File: src/rtl/asc_defines.vh
// constants for the standby, calibration and power-off sequencer
`ifndef ASC_DEFINES_VH
`define ASC_DEFINES_VH
// ****************************************
// clock rates
// ****************************************
`define ASC_CORE_HZ100        2500000
`define ASC_CONV_HZ100        49152
`define ASC_INT_DIV           ((`ASC_CORE_HZ100 + (`ASC_CONV_HZ100 / 2)) / `ASC_CONV_HZ100)
// ****************************************
// times in their own units
// ****************************************
`define ASC_CAL_FAST_MS       103
`define ASC_CAL_SLOW_MS       803
`define ASC_PWR_OFF_US        26
`define ASC_WAKE_INT_NS       7950
`define ASC_WAKE_EXT_NS       160
`define ASC_STBY_ENTRY_US     20
// ****************************************
// counts of conversion clock ticks
// ****************************************
`define ASC_CAL_FAST_TICKS    (`ASC_CAL_FAST_MS * `ASC_CONV_HZ100 / 10)
`define ASC_CAL_SLOW_TICKS    (`ASC_CAL_SLOW_MS * `ASC_CONV_HZ100 / 10)
`define ASC_PWR_OFF_TICKS     ((`ASC_PWR_OFF_US * `ASC_CONV_HZ100 + 9999) / 10000)
`define ASC_WAKE_INT_TICKS    (`ASC_WAKE_INT_NS * `ASC_CONV_HZ100 / 10000000)
`define ASC_WAKE_EXT_RAW      (`ASC_WAKE_EXT_NS * `ASC_CONV_HZ100 / 10000000)
`define ASC_WAKE_EXT_TICKS    ((`ASC_WAKE_EXT_RAW < 1) ? 1 : `ASC_WAKE_EXT_RAW)
`define ASC_STBY_TICKS        ((`ASC_STBY_ENTRY_US * `ASC_CONV_HZ100 + 9999) / 10000)
// ****************************************
// readback framing and clock activity window
// ****************************************
`define ASC_DATA_BITS         20
`define ASC_CAL_PULSES        25
`define ASC_ACT_WINDOW        255
`endif

File: src/rtl/asc_sync.v
// two flip-flop synchroniser for a group of pin inputs
`timescale 1ns/1ps
`default_nettype none
module asc_sync #(
  parameter W = 4
) (
  input  wire         core_clk_in,
  input  wire         sys_rst_in,
  input  wire [W-1:0] async_in,
  output wire [W-1:0] sync_out
);
  reg [W-1:0] meta_reg;   // first stage, read only by the second
  reg [W-1:0] sync_reg;   // second stage
  // ****************************************
  // two stages
  // ****************************************
  always @(posedge core_clk_in)
  begin
    if (sys_rst_in)
    begin
      meta_reg <= {W{1'b0}};
      sync_reg <= {W{1'b0}};
    end
    else
    begin
      meta_reg <= async_in;
      sync_reg <= meta_reg;
    end
  end
  assign sync_out = sync_reg;
endmodule // asc_sync
`default_nettype wire

File: src/rtl/asc_timer.v
// down counter of conversion clock ticks with a done level
`timescale 1ns/1ps
`default_nettype none
module asc_timer #(
  parameter TW = 22
) (
  input  wire          core_clk_in,
  input  wire          sys_rst_in,
  input  wire          load_in,
  input  wire [TW-1:0] load_val_in,
  input  wire          clr_in,
  input  wire          tick_in,
  output wire          busy_out,
  output wire          done_out
);
  reg [TW-1:0] cnt_reg;    // ticks left
  reg          armed_reg;  // a count is running or has ended
  // ****************************************
  // count down on each tick
  // ****************************************
  always @(posedge core_clk_in)
  begin
    if (sys_rst_in || clr_in)
    begin
      cnt_reg   <= {TW{1'b0}};
      armed_reg <= 1'b0;
    end
    else if (load_in)
    begin
      cnt_reg   <= load_val_in;
      armed_reg <= 1'b1;
    end
    else if (tick_in && (cnt_reg != {TW{1'b0}}))
    begin
      cnt_reg <= cnt_reg - {{(TW-1){1'b0}}, 1'b1};
    end
  end
  assign busy_out = armed_reg;
  assign done_out = armed_reg && (cnt_reg == {TW{1'b0}}) && !load_in;
endmodule // asc_timer
`default_nettype wire

File: src/rtl/asc_power_ctrl.v
// standby, queued calibration and power-off sequencer of a pin-controlled converter
`include "asc_defines.vh"
`timescale 1ns/1ps
`default_nettype none
module asc_power_ctrl #(
  parameter TW             = 22,
  parameter CAL_FAST_TICKS = `ASC_CAL_FAST_TICKS,
  parameter CAL_SLOW_TICKS = `ASC_CAL_SLOW_TICKS,
  parameter INT_DIV        = `ASC_INT_DIV
) (
  input  wire        core_clk_in,
  input  wire        sys_rst_in,
  input  wire        serial_clk_in,
  input  wire        power_off_pin_in,
  input  wire        clock_input_pin_in,
  input  wire        speed_fast_in,
  input  wire        conv_valid_in,
  input  wire [19:0] conv_data_in,
  output reg         ready_and_data_line_out,
  output wire        analog_on_out,
  output wire        cal_busy_out,
  output wire        standby_out,
  output wire        conv_reset_out,
  output wire        ext_clock_out,
  output wire        conv_tick_out
);
  // ****************************************
  // states and constants
  // ****************************************
  localparam [2:0] ST_OFF  = 3'h0;   // power-off pin low
  localparam [2:0] ST_WAKE = 3'h1;   // waking after release
  localparam [2:0] ST_RUN  = 3'h2;   // converting and reading back
  localparam [2:0] ST_STBY = 3'h3;   // standby
  localparam [2:0] ST_CAL  = 3'h4;   // calibration after wake-up
  localparam integer WAKE_INT = `ASC_WAKE_INT_TICKS;
  localparam integer WAKE_EXT = `ASC_WAKE_EXT_TICKS;
  localparam integer STBY_T   = `ASC_STBY_TICKS;
  localparam integer PWR_OFF  = `ASC_PWR_OFF_TICKS;
  localparam integer ACT_WIN  = `ASC_ACT_WINDOW;
  localparam integer CAL_PUL  = `ASC_CAL_PULSES;   // full pulses before the rise that holds

  // ****************************************
  // pin synchronisers
  // ****************************************
  wire [3:0] pins_s;        // synchronised pin levels
  wire       sclk_s;        // serial clock
  wire       poff_n_s;      // power-off pin, low asserts
  wire       clkpin_s;      // clock input pin
  wire       fast_s;        // rate setting
  asc_sync #(.W(4)) u_sync (
    .core_clk_in (core_clk_in),
    .sys_rst_in  (sys_rst_in),
    .async_in    ({speed_fast_in, clock_input_pin_in, power_off_pin_in, serial_clk_in}),
    .sync_out    (pins_s)
  );
  assign sclk_s   = pins_s[0];
  assign poff_n_s = pins_s[1];
  assign clkpin_s = pins_s[2];
  assign fast_s   = pins_s[3];
  // ****************************************
  // clock source detection
  // ****************************************
  reg       clkpin_d_reg;   // last clock pin level
  reg [7:0] act_cnt_reg;    // cycles since last clock pin edge
  reg       ext_reg;        // external clock present
  wire      clk_rise;       // rising edge on clock pin
  assign clk_rise = clkpin_s && !clkpin_d_reg;
  // clock source survives power-off, like the real clock circuitry
  always @(posedge core_clk_in)
  begin
    if (sys_rst_in)
    begin
      clkpin_d_reg <= 1'b0;
      act_cnt_reg  <= 8'hff;
      ext_reg      <= 1'b0;
    end
    else
    begin
      clkpin_d_reg <= clkpin_s;
      if (clkpin_s != clkpin_d_reg)
        act_cnt_reg <= 8'h00;
      else if (act_cnt_reg != 8'hff)
        act_cnt_reg <= act_cnt_reg + 8'h01;
      ext_reg <= (act_cnt_reg < ACT_WIN[7:0]);
    end
  end

  // ****************************************
  // conversion clock tick
  // ****************************************
  reg [7:0] div_reg;        // internal oscillator divider
  wire      int_tick;       // internal oscillator tick
  assign int_tick = (div_reg == INT_DIV[7:0] - 8'h01);
  always @(posedge core_clk_in)
  begin
    if (sys_rst_in || int_tick)
      div_reg <= 8'h00;
    else
      div_reg <= div_reg + 8'h01;
  end
  // wake-up, standby entry, calibration and power-off width count these ticks, so they follow the clock period
  assign conv_tick_out = ext_reg ? clk_rise : int_tick;
  assign ext_clock_out = ext_reg;
  // ****************************************
  // power-off acts as a reset of all sequencing
  // ****************************************
  wire rst_all;             // reset or power-off pin low
  assign rst_all = sys_rst_in || !poff_n_s;
  // ****************************************
  // state registers
  // ****************************************
  reg [2:0]  state_reg;     // sequencer state
  reg [2:0]  state_next;
  reg [19:0] shift_reg;     // readback shifter
  reg [19:0] hold_reg;      // latest conversion result
  reg [4:0]  pulse_reg;     // serial clock pulses since ready
  reg        ready_seen_reg; // ready was signalled
  reg        cal_q_reg;     // calibration queued for wake-up
  reg        sclk_d_reg;    // last serial clock level
  reg [7:0]  off_cnt_reg;   // power-off pulse width in ticks
  reg        off_ok_reg;    // pulse met its least width
  wire       sclk_rise;     // serial clock rising edge
  assign sclk_rise = sclk_s && !sclk_d_reg;
  // ****************************************
  // shared timer
  // ****************************************
  reg          tmr_load;    // start a count
  reg [TW-1:0] tmr_val;     // count to start
  reg          tmr_clr;     // cancel the count
  wire         tmr_busy;    // a count is armed
  wire         tmr_done;    // count has ended
  wire [TW-1:0] cal_fast_w; // fast rate calibration count
  wire [TW-1:0] cal_slow_w; // slow rate calibration count
  assign cal_fast_w = CAL_FAST_TICKS[TW-1:0];
  assign cal_slow_w = CAL_SLOW_TICKS[TW-1:0];
  asc_timer #(.TW(TW)) u_tmr (
    .core_clk_in (core_clk_in),
    .sys_rst_in  (rst_all),
    .load_in     (tmr_load),
    .load_val_in (tmr_val),
    .clr_in      (tmr_clr),
    .tick_in     (conv_tick_out),
    .busy_out    (tmr_busy),
    .done_out    (tmr_done)
  );

  // ****************************************
  // next state and timer control
  // ****************************************
  always @*
  begin
    state_next = state_reg;
    tmr_load   = 1'b0;
    tmr_val    = {TW{1'b0}};
    tmr_clr    = 1'b0;
    case (state_reg)
      ST_OFF:
      begin
        // pin already high here, so start the wake-up count
        state_next = ST_WAKE;
        tmr_load   = 1'b1;
        tmr_val    = ext_reg ? WAKE_EXT[TW-1:0] : WAKE_INT[TW-1:0];
      end
      ST_WAKE:
      begin
        if (tmr_done)
        begin
          state_next = ST_RUN;
          tmr_clr    = 1'b1;
        end
      end
      ST_RUN:
      begin
        if (!sclk_s)
          tmr_clr = 1'b1;
        else if (ready_seen_reg && !tmr_busy)
        begin
          tmr_load = 1'b1;
          tmr_val  = STBY_T[TW-1:0];
        end
        else if (tmr_done)
        begin
          state_next = ST_STBY;
          tmr_clr    = 1'b1;
        end
      end
      ST_STBY:
      begin
        if (!sclk_s)
        begin
          // low serial clock wakes the device
          if (cal_q_reg)
          begin
            state_next = ST_CAL;
            tmr_load   = 1'b1;
            tmr_val    = fast_s ? cal_fast_w : cal_slow_w;
          end
          else
            state_next = ST_RUN;
        end
      end
      ST_CAL:
      begin
        if (tmr_done)
        begin
          state_next = ST_RUN;
          tmr_clr    = 1'b1;
        end
      end
      default:
      begin
        state_next = ST_OFF;
      end
    endcase
  end

  // ****************************************
  // sequencer, readback and data line
  // ****************************************
  always @(posedge core_clk_in)
  begin
    if (rst_all)
    begin
      // everything cleared while the pin is low, even mid readback
      state_reg               <= ST_OFF;
      shift_reg               <= 20'h00000;
      hold_reg                <= 20'h00000;
      pulse_reg               <= 5'h00;
      ready_seen_reg          <= 1'b0;
      cal_q_reg               <= 1'b0;
      sclk_d_reg              <= 1'b1;
      ready_and_data_line_out <= 1'b1;
    end
    else
    begin
      state_reg  <= state_next;
      sclk_d_reg <= sclk_s;
      if (conv_valid_in && state_reg == ST_RUN)
        hold_reg <= conv_data_in;
      case (state_reg)
        ST_RUN:
        begin
          if (conv_valid_in)
          begin
            // new result: line low, readback restarts
            shift_reg               <= conv_data_in;
            pulse_reg               <= 5'h00;
            ready_seen_reg          <= 1'b1;
            ready_and_data_line_out <= 1'b0;
          end
          else if (sclk_rise)
          begin
            // msb first, ones fill in behind the result
            ready_and_data_line_out <= shift_reg[19];
            shift_reg               <= {shift_reg[18:0], 1'b1};
            if (pulse_reg != 5'h1f)
              pulse_reg <= pulse_reg + 5'h01;
          end
          if (state_next == ST_STBY)
          begin
            cal_q_reg               <= (pulse_reg == CAL_PUL[4:0] + 5'h01);
            ready_and_data_line_out <= 1'b1;
            ready_seen_reg          <= 1'b0;
          end
        end
        ST_STBY:
        begin
          ready_and_data_line_out <= 1'b1;
          pulse_reg               <= 5'h00;
        end
        ST_CAL:
        begin
          if (state_next == ST_RUN)
          begin
            // settled result offered at once, nothing to discard
            shift_reg               <= hold_reg;
            ready_and_data_line_out <= 1'b0;
            ready_seen_reg          <= 1'b1;
            cal_q_reg               <= 1'b0;
            pulse_reg               <= 5'h00;
          end
        end
        default:
        begin
          ready_and_data_line_out <= 1'b1;
        end
      endcase
    end
  end

  // ****************************************
  // power-off pulse width monitor
  // ****************************************
  // the host keeps the pin low through supply ramp; conv_reset_out stays high until one pulse has met the least width
  always @(posedge core_clk_in)
  begin
    if (sys_rst_in)
    begin
      off_cnt_reg <= 8'h00;
      off_ok_reg  <= 1'b0;
    end
    else if (poff_n_s)
    begin
      off_cnt_reg <= 8'h00;
    end
    else if (conv_tick_out && off_cnt_reg != 8'hff)
    begin
      off_cnt_reg <= off_cnt_reg + 8'h01;
      if (off_cnt_reg + 8'h01 >= PWR_OFF[7:0])
        off_ok_reg <= 1'b1;
    end
  end

  // ****************************************
  // status outputs
  // ****************************************
  assign analog_on_out  = (state_reg == ST_RUN) || (state_reg == ST_CAL);
  assign cal_busy_out   = (state_reg == ST_CAL);
  assign standby_out    = (state_reg == ST_STBY);
  assign conv_reset_out = rst_all || (state_reg == ST_OFF) || (state_reg == ST_WAKE) ||
                          (state_reg == ST_CAL) || !off_ok_reg;
endmodule // asc_power_ctrl
`default_nettype wire

File: config.mk
export PLATFORM = sky130hd
export DESIGN_NAME = asc_power_ctrl
export DESIGN_NICKNAME = d
export VERILOG_FILES = /design/src/rtl/asc_sync.v /design/src/rtl/asc_timer.v /design/src/rtl/asc_power_ctrl.v
export VERILOG_INCLUDE_DIRS = /design/src /design/src/rtl
export SDC_FILE = /design/constraint.sdc
export NUM_CORES = 1
export LEC_CHECK = 0
export BUFFER_PORTS_ARGS = -buffer_cell sky130_fd_sc_hd__buf_2
export CAP_MARGIN = 25
export CORE_ASPECT_RATIO = 1.2
export CORE_UTILIZATION = 40
export CTS_CLUSTER_SIZE = 12
export DETAILED_ROUTE_END_ITERATION = 16
export PLACE_DENSITY = 0.55
export RECOVER_POWER = 50
export SLEW_MARGIN = 10
export SYNTH_ARGS = -nofsm -noshare
export SYNTH_HDL_FRONTEND = slang
export SYNTH_SLANG_ARGS = --single-unit
File: constraint.sdc
create_clock -name core_clk_in -period 2.65 [get_ports core_clk_in]
set_input_delay 0.265 -clock core_clk_in [delete_from_list [all_inputs] [get_ports core_clk_in]]
set_output_delay 0.265 -clock core_clk_in [all_outputs]
set_load 0.01 [all_outputs]
# After elaboration in Yosys (flattened, before gate mapping)
# Index checks and enable logic that the tools add are counted.
[word_totals]
regBits = 110
input_bits = 27
output_inout_bits = 7
word_cells = 129
[op_classes]
add_sub_neg = 5
n_lt_le_gt_ge = 2
n_eq_ne = 18
mux = 48
bitwise_logic = 1
n_reduce_logical = 37
[ops]
columns = ["op", "n"]
rows = [
  ["$mux 22", 5],
  ["$pmux 22 s3", 1],
  ["$mux 20", 3],
  ["$pmux 20 s2", 1],
  ["$add 8x1->8 const B", 3],
  ["$logic_not 22->1", 1],
  ["$reduce_bool 22->1", 1],
  ["$sub 22x1->22 const B", 1],
  ["$mux 5", 4],
  ["$mux 3", 6],
  ["$mux 1", 16],
  ["$mux 8", 2],
  ["$ne 8x8->1 const B", 2],
  ["$pmux 5 s3", 1],
  ["$mux 7", 2],
  ["$eq 3x2->1 const B", 4],
  ["$pmux 3 s4", 1],
  ["$reduce_and 3->1", 4],
  ["$ne 3x3->1 const B", 3],
  ["$eq 8x6->1 const B", 1],
  ["$ge 8x8->1 const B", 1],
  ["$logic_and 1x1->1", 8],
  ["$logic_or 1x1->1", 8],
  ["$lt 8x8->1 const B", 1],
  ["other kinds (20)", 31],
]

# Logic depth before layout (Yosys ltp)
# Gate-level depths: netlist (run 1).
[logic_depth]
word_depth = 14
ltp_mapped = 10
depth_no_buf = 8

# Hierarchy
# A second synthesis (run 1) with hierarchy kept.
[hier_totals]
hier_cells = 649
area_unflattened_um2 = 5439.0
[modules_own_cells]
columns = ["mod", "instances", "cells_each", "area_each_um2", "seq_area_each_um2"]
rows = [
  ["asc_power_ctrl", 1, 456, 3804.9, 1581.5],
  ["asc_timer", 1, 177, 1423.9, 460.4],
  ["asc_sync", 1, 16, 210.2, 160.2],
]

# Worst setup path before layout (run 1)
# Ideal clock, no wire load.
[synth_timing]
kind = "register to register"
startpoint = "reg u_tmr.cnt_reg[8]"
endpoint = "reg shift_reg[18]"
setup_ps = 128
arrival_ps = 2245
required_time_ps = 2522
setup_slack_ps = 278
stages_incl_launch_ff = 9
path_buffers = 2
synth_period_minus_slack_ps = 2372
cell_sequence = "dfxtp_1 > or4_4 > or2_4 > or3_1 > buf_6 > o22ai_4 > buf_12 > mux2i_1 > nor2_1"
[synth_between]
elab_chain_len = 10
elab_cells_between_ends = 11
cone_classes = "eq/ne (2); mux (5); reduce/logical (4)"
[synth_rtl]
columns = ["item", "line", "source"]
rows = [
  ["start: declaration", "asc_timer.v:16", "reg [TW-1:0] cnt_reg;"],
  ["start signal: assignment", "asc_timer.v:25", "cnt_reg <= {TW{1'b0}};"],
  ["start signal: assignment", "asc_timer.v:30", "cnt_reg <= load_val_in;"],
  ["start signal: assignment", "asc_timer.v:35", "cnt_reg <= cnt_reg - {{(TW-1){1'b0}}, 1'b1};"],
  ["$logic_not 22->1 *", "asc_timer.v:39", "assign done_out = armed_reg && (cnt_reg == {TW{1'b0}}) && !load_in;"],
  ["$logic_and 1x1->1 * (2 in series)", "asc_timer.v:39", ""],
  ["$mux 3", "asc_power_ctrl.v:181", "else if (tmr_done)"],
  ["$mux 3", "asc_power_ctrl.v:176", "else if (ready_seen_reg && !tmr_busy)"],
  ["$mux 3", "asc_power_ctrl.v:174", "if (!sclk_s)"],
  ["$pmux 3 s4 *", "asc_power_ctrl.v:156", "case (state_reg)"],
  ["$eq 3x2->1 *", "asc_power_ctrl.v:273", "if (state_next == ST_RUN)"],
  ["$ne 2x1->1 (no line) *", "-", ""],
  ["$reduce_and 3->1 (no line) *", "-", ""],
  ["end signal: assignment", "asc_power_ctrl.v:246", "shift_reg <= conv_data_in;"],
  ["end signal: assignment", "asc_power_ctrl.v:255", "shift_reg <= {shift_reg[18:0], 1'b1};"],
  ["end signal: assignment", "asc_power_ctrl.v:276", "shift_reg <= hold_reg;"],
  ["end: declaration", "asc_power_ctrl.v:114", "reg [19:0] shift_reg;"],
]
# Mark *: on every way between the ends. The rest lies on a longest branch, timed or not.
# A chain may end at the register's enable or synchronous reset.

# Worst setup path in the final report (run 1)
[layout_timing]
startpoint = "reg u_tmr.cnt_reg[12]"
endpoint = "reg pulse_reg[2]"
[layout_between]
elab_chain_len = 10
elab_cells_between_ends = 11
cone_classes = "eq/ne (2); mux (5); reduce/logical (4)"
[layout_rtl]
columns = ["item", "line", "source"]
rows = [
  ["$logic_not 22->1 *", "asc_timer.v:39", ""],
  ["$logic_and 1x1->1 * (2 in series)", "asc_timer.v:39", ""],
  ["$mux 3", "asc_power_ctrl.v:181", ""],
  ["$mux 3", "asc_power_ctrl.v:176", ""],
  ["$mux 3", "asc_power_ctrl.v:174", ""],
  ["$pmux 3 s4 *", "asc_power_ctrl.v:156", ""],
  ["$eq 3x2->1 *", "asc_power_ctrl.v:273", ""],
  ["$ne 2x1->1 (no line) *", "-", ""],
  ["$reduce_and 4->1 (no line) *", "-", ""],
  ["end signal: assignment", "asc_power_ctrl.v:257", "pulse_reg <= pulse_reg + 5'h01;"],
  ["end: declaration", "asc_power_ctrl.v:116", "reg [4:0] pulse_reg;"],
]
# Marked as above.

==> impl_summary.log, run 1 <==
[metrics] result of the run: finished clean
[metrics] cell area after layout: ~0.0060 mm2
[metrics] hold violation total from the final report: 0
[metrics] Crit path largest cell delay: ~0.6 ns
[metrics] Period minus WS final: approximately 2.5 ns
[metrics] clk slew on worst S/H paths: approximately 0.070 ns
[metrics] Placement Rows: between 40 and 50
[metrics] max reg flops: 22
[metrics] Critical Path Slowest Stage Cell: or4_1
[metrics] Die Footprint: around 0.014 mm2
[metrics] Least-Margin Pin Slew: between 0.8 and 0.9 ns
[metrics] clock share of power: 35.9%
[metrics] drt first-iter violations: approximately 250
[metrics] total DRC errors in the routed layout: 0
[metrics] switching power as a share of total power: approximately a quarter
[metrics] final clock period utilization by the worst path: between 90% and 100%
[metrics] share of total power in combinational logic: between 10% and 20%
[metrics] pin count of the biggest net entering global routing: 43
[metrics] post-synthesis sequential element count: 110
[metrics] Slew HR: a little over two fifths
[metrics] Seq/Total Area, Yosys: 41.7%
[metrics] worst setup skew after layout: 0.00664 ns
[metrics] wire length of the first global-routing pass: 20300 um
[metrics] setup repair after global routing missed its margin: no
[metrics] data arrival time of the critical path: 2.68 ns
[metrics] instance count after placement with tap cells included: about 830
[metrics] top flip-flop cell by instance count after synthesis: dfxtp_1
[metrics] maximum ir drop on the vdd rail: just under 300 uV
[metrics] total core area: roughly 0.013 mm2
[metrics] die outline width: between 100 and 150 um
[metrics] switching pwr: between 0.9 and 1 mW
[metrics] CTS sink count: 110
[metrics] initial antenna violation count: 0
[metrics] leakage power: about 2.2 nW
[metrics] Ant. Diodes: 0
[metrics] highest achievable clock rate: about 400 MHz
[metrics] I/O pins: 34
[metrics] PD cells: 581 mW/mm2
[metrics] worst-case setup margin in the final layout: between 0.15 and 0.2 ns
[metrics] final cell count without fillers: between 800 and 900
[metrics] total internal power: 2.55 mW
[metrics] DIE HEIGHT: between 100 and 150 um
[metrics] via count normalized by instance count: 5.39
[metrics] number of violations of the max-capacitance limit: 0
[metrics] Setup Viol. Count Final: 0
[metrics] share of cells above drive strength 1: 12.0%
[metrics] H-tree levels: 3
[metrics] total grt overflow: 0
[metrics] worst path cell trace: or4_1 > or2_4 > or3_1 > buf_4 > o22ai_1 > a311oi_1
[metrics] per-cell routed wire length: approximately 14 um
[metrics] proportion of register bits with asynchronous set or reset after synthesis: 0%
[metrics] clock network latency to the later pin of the worst-skew pair: about 0.35 ns
[metrics] Max Slew Vio Count: 0
[metrics] number of hold buffers added after CTS: 0
[metrics] class of the tightest hold or removal check: in2reg
[metrics] vias in the first global route: roughly 4300
[metrics] most common library cell in the layout ignoring fill and taps: dfxtp_1
[metrics] type of origin of the critical path: register
[metrics] Area Overhead vs Synth: 12.7%
[metrics] cell area after placement: ~0.0057 mm2
[metrics] total global routing track utilization: a little under a fifth
[metrics] Final ANT Viol Nets: 0
[metrics] Via Count: between 4000 and 5000
[metrics] family with the most delay on the worst path: simple AND/OR/NAND/NOR gates
[metrics] pre-CTS setup slack: about 0.18 ns
[metrics] Mapped Area: ~0.0053 mm2
[metrics] Final HPWL DP: approximately 8300 um
[metrics] count of synthesis-stage warnings from yosys: 0
[metrics] Avg Inst Size Synth: roughly 8.2 um2
[metrics] net count after synthesis: slightly below 700
[metrics] Unique masters post-synth: 56
[metrics] sum of negative setup slack: 0 ns
[metrics] Nets: a little over 700
[metrics] buffers from clock root to sink, at most: 2
[metrics] routed wire length: 12100 um
[metrics] category of the most critical setup path: reg2reg
[metrics] Port Buffer Count: 33
[metrics] number of buffers inserted by post-CTS setup repair: 0
[metrics] detailed-routing iteration count for the pre-antenna-repair pass: 4
[metrics] starting utilization of the core area: 41.3%
[metrics] CTS buffer count: 9
[metrics] number of enable flip-flop cells after synthesis: 0
[metrics] most frequent cells in the layout: dfxtp_1 (110), nand2_1 (99), nor2_1 (58)
[metrics] core utilization of the finished layout: 46.6%
[metrics] Placer Congestion: approximately 0.84
[metrics] instance count of the mapped netlist: around 640
[metrics] Worst Setup End Kind: register
[metrics] largest fanout of any net on the critical path: 7
[metrics] post_cts resized: 0
[metrics] root cell of the clock tree: clkbuf_16
[metrics] Bufs and invs on worst path: 1
[metrics] required time worst endpoint: between 2 and 3 ns
[metrics] Reg power frac: 51.7%
[metrics] clock tree from TritonCTS: done
==> power by group through the flow <==
stage,sequential [mW],combinational (mW),clock [mW]
3_3_place_gp,1.82,0.423,0
6_report,1.79,0.429,1.24
5_1_grt,1.80,0.487,1.36
3_5_place_dp,1.83,0.434,0
4_1_cts,1.79,0.434,1.29
2_1_floorplan,1.81,0.323,0
==> cells by family (layout without fill, tap and decap cells) <==
logic type      after synthesis  count (layout)  share of synthesized area, %
mux                          39              39                          7.39
xor+xnor                     21              21                          3.48
fa+ha+maj                    10              10                          2.37
simple gates                279             279                          25.4
compound gates              136             136                          15.6
flops                       110             110                          41.7
buf+inv                      46              90                          4.12
==> metrics by stage <==
stage / hold slack [ns] / power [mW]
5_1_grt: 0.132 / 3.64
3_5_place_dp: 0.422 / 2.26
2_1_floorplan: 0.337 / 2.13
3_3_place_gp: 0.424 / 2.25
4_1_cts: 0.111 / 3.51
6_report: 0.124 / 3.46
==> worst reg2reg max path: stages, from the launching register on <==
cell and delay, ns:
dfxtp_1 0.36, or4_1 0.61, or2_4 0.28, or3_1 0.40, buf_4 0.18, o22ai_1 0.34
a311oi_1 0.16
==> cell usage after synthesis, drive strengths merged (2+ instances only) <==
cell	instances	area, um2
or3	8	50.1
mux2i	39	390
nor3b	2	15.0
nor3	25	125
a21o	3	22.5
a31oi	3	18.8
o31ai	2	15.0
and3	3	18.8
nand4	7	43.8
a2111oi	3	32.5
o21ai	50	258
o22ai	2	26.3
nand4b	2	17.5
nand2	99	372
clkbuf	24	90.1
or2	6	40.0
or3b	2	17.5
ha	10	125
or4	6	48.8
nand2b	7	43.8
dfxtp	110	2200
a311oi	2	17.5
a21oi	47	235
nand3b	5	37.5
xnor2	10	87.6
nor4	10	62.6
o311ai	5	43.8
buf	10	82.6
nor2	59	224
inv	11	41.3
and2	6	37.5
nor2b	14	87.6
a211oi	8	65.1
nand3	16	80.1
xor2	11	96.3
o211ai	5	37.5
==> layout make-up <==
| cell class | count | area [um2] |
|---|---|---|
| clock buffers | 12 | 236 |
| clock inverters | 3 | 21.3 |
| fillers | 1269 | 6830 |
| inverters | 12 | 45.0 |
| multi-input cells | 485 | 2870 |
| flip-flops and latches | 110 | 2200 |
| well taps | 164 | 205 |
| repair buffers | 63 | 377 |
==> worst paths after layout <==
check | start | end | slack [ns] | cells past startpoint
setup reg to reg | u_tmr.cnt_reg[12] | pulse_reg[2] | 0.16 | 6
hold / removal | speed_fast_in | u_sync.meta_reg[3] | 0.12 | 2
hold reg to reg | u_sync.meta_reg[0] | u_sync.sync_out[0] | 0.44 | 1
setup / recovery | u_tmr.cnt_reg[12] | pulse_reg[2] | 0.16 | 6
==> routing by layer <==
layer | global-route usage [%] | vias up | part of all wire [%]
li1 | - | 2329 | -
met1 | 22.9 | 2166 | 48
met2 | 31.5 | 64 | 47
met3 | 2.90 | 14 | 2.9
met4 | 7.66 | 0 | 1.6
met5 | 0 | - | 0
No activity file was read; power rests on OpenSTA's default activity.
==> run 2: changes to the inputs <==
Settings changed: CORE_UTILIZATION 40 to 30, PLACE_DENSITY 0.55 to 0.43.
==> run 2 against run 1 <==
Sequential share of layout area down 0.92 points. Hold slack worse by 0.011 ns. Fmax up 0.90%. Setup slack better by 0.022 ns. Sequential power about the same. Design area up 2.6%.
==> impl_summary.log, run 2 (synthesis results as in run 1) <==
[metrics] min-delay src: speed_fast_in
[metrics] type of origin of the critical path: register
[metrics] Slew HR: 56.2% (+14 points)
[metrics] via count normalized by instance count: 5.10 (-5.3%)
[metrics] die outline width: 123 um (+15%)
[metrics] final clock period utilization by the worst path: 93.1% (-0.84 points)
[metrics] post_cts resized: 0 (unchanged)
[metrics] setup repair after global routing missed its margin: no
[metrics] instance count after placement with tap cells included: 890 (+6.7%)
[metrics] initial antenna violation count: 0 (unchanged)
[metrics] CTS buffer count: 9 (unchanged)
[metrics] number of fill cells: 1790 (+41%)
[metrics] Period minus WS final: 2.47 ns (-0.0222 ns)
[metrics] H-tree levels: 3 (unchanged)
[metrics] clock network latency to the later pin of the worst-skew pair: 0.35 ns (about the same)
[metrics] starting utilization of the core area: 31.0% (-10 points)
[metrics] max reg flops: 22 (unchanged)
[metrics] Die Footprint: 0.0181 mm2 (+33%)
[metrics] CTS sink count: 110 (unchanged)
[metrics] largest fanout of any net on the critical path: 7 (unchanged)
[metrics] required time worst endpoint: 2.87 ns (+0.03 ns)
[metrics] final cell count without fillers: 906 (+6.7%)
[metrics] worst setup skew after layout: 0.00700 ns (+0.000355 ns)
[metrics] hold violation total from the final report: 0 (unchanged)
[metrics] Final ANT Viol Nets: 0 (unchanged)
[metrics] Nets: 722 (+0.56%)
[metrics] data arrival time of the critical path: 2.69 ns (about the same)
[metrics] pin count of the biggest net entering global routing: 27 (-37%)
[metrics] Placement Rows: 52 (+16%)
[metrics] worst setup slack for register-to-register paths: 0.18 ns (+0.02 ns)
[metrics] detailed-routing iteration count for the pre-antenna-repair pass: 4 (unchanged)
[metrics] Via Count: 4619 (+1.0%)
[metrics] category of the most critical setup path: reg2reg
[metrics] total DRC errors in the routed layout: 0 (unchanged)
[metrics] total core area: 0.0170 mm2 (+33%)
[metrics] wire length of the first global-routing pass: 21300 um (+4.6%)
[metrics] sum of negative setup slack: 0 ns (unchanged)
[metrics] total global routing track utilization: 14.9% (-3.5 points)
[metrics] most frequent cells in the layout: dfxtp_1 (110), nand2_1 (99), nor2_1 (58)
[metrics] Worst Setup End Kind: register
[metrics] Setup Viol. Count Final: 0 (unchanged)
[metrics] DIE HEIGHT: 147 um (+15%)
[metrics] maximum ir drop on the vdd rail: 295 uV (+1.7%)
[metrics] per-cell routed wire length: 14.3 um (+0.20%)
[metrics] launch instance of the worst register-to-register path: u_tmr.cnt_reg[8]
[metrics] total grt overflow: 0 (unchanged)
[metrics] routed wire length: 12900 um (+6.9%)
[metrics] number of hold buffers added after CTS: 0 (unchanged)
[metrics] drt first-iter violations: 218 (-14%)
[metrics] number of buffers inserted by post-CTS setup repair: 0 (unchanged)
[metrics] Least-Margin Pin Slew: 0.650 ns (-0.222 ns)
[metrics] clock tree from TritonCTS: done
[metrics] Area Overhead vs Synth: 15.6%
[metrics] class of the tightest hold or removal check: in2reg
[metrics] post-route worst hold slack: 0.113 ns (-0.0112 ns)
[metrics] vias in the first global route: 4415 (+1.7%)
[metrics] most common library cell in the layout ignoring fill and taps: dfxtp_1
[metrics] Max Slew Vio Count: 0 (unchanged)
[metrics] I/O pins: 34 (unchanged)
[metrics] highest achievable clock rate: 406 MHz (+0.90%)
[metrics] Port Buffer Count: 33 (unchanged)
[metrics] buffers from clock root to sink, at most: 2 (unchanged)
[metrics] crit path launch: u_tmr.cnt_reg[8]
[metrics] number of violations of the max-capacitance limit: 0 (unchanged)
[metrics] root cell of the clock tree: clkbuf_16
[metrics] clk slew on worst S/H paths: 0.07 ns (about the same)
[metrics] share of cells above drive strength 1: 13.2% (+1.2 points)
[metrics] PD cells: 597 mW/mm2 (+2.7%)
[metrics] result of the run: finished clean
[metrics] Final HPWL DP: 9010 um (+8.0%)
[metrics] leakage power: 2.21 nW (+2.3%)
[metrics] Ant. Diodes: 0 (unchanged)
[metrics] Placer Congestion: 0.812 (-3.8%)
run 2: stage by stage:
stage	total power, mW	util [%]	setup WS (ns)	instance area, um2
after floorplan	2.13	-	0.278	5280
after global placement	2.26	34.1	0.270	5820
after detailed placement	2.27	34.1	0.182	5820
after CTS	3.71	35.9	0.189	6130
after global routing	3.84	35.8	0.0986	6110
final	3.64	35.8	0.184	6110
run 2: area by class of cell:
type                            count  area [um2]  share of cell area (%)
Inverter                           12        45.0                   0.738
Sequential cell                   110        2200                    36.1
Clock inverter                      5        56.3                   0.922
Multi-Input combinational cell    485        2870                    46.9
Timing Repair Buffer               67         413                    6.76
Clock buffer                       11         253                    4.14
Tap cell                          216         270                    4.43
run 2: worst paths after layout:
check / end / cells after the start
hold reg to reg: u_sync.sync_out[3] / 1
setup / recovery: pulse_reg[2] / 6
hold / removal: u_sync.meta_reg[3] / 2
setup reg to reg: pulse_reg[2] / 6
run 2: where the power goes:
part,switching [mW],leakage (nW),total (mW),internal (mW)
registers,0.0635,0.891,1.79,1.72
logic,0.241,1.16,0.435,0.194
clock network,0.637,0.152,1.42,0.786
run 2: critical path, cell delays in order, from the launching register on:
cell and delay (ns):
dfxtp_1 0.37, or4_4 0.57, or2_4 0.28, or3_1 0.41, buf_4 0.18, o22ai_1 0.35
a311oi_1 0.17
run 2: routing by layer:
metal	track usage (%)	part of all wire (%)	up-vias
met2	24.9	47	93
met3	2.52	3.6	17
met4	5.72	1.5	0
met1	18.9	48	2169
met5	0	0	-
li1	-	-	2340
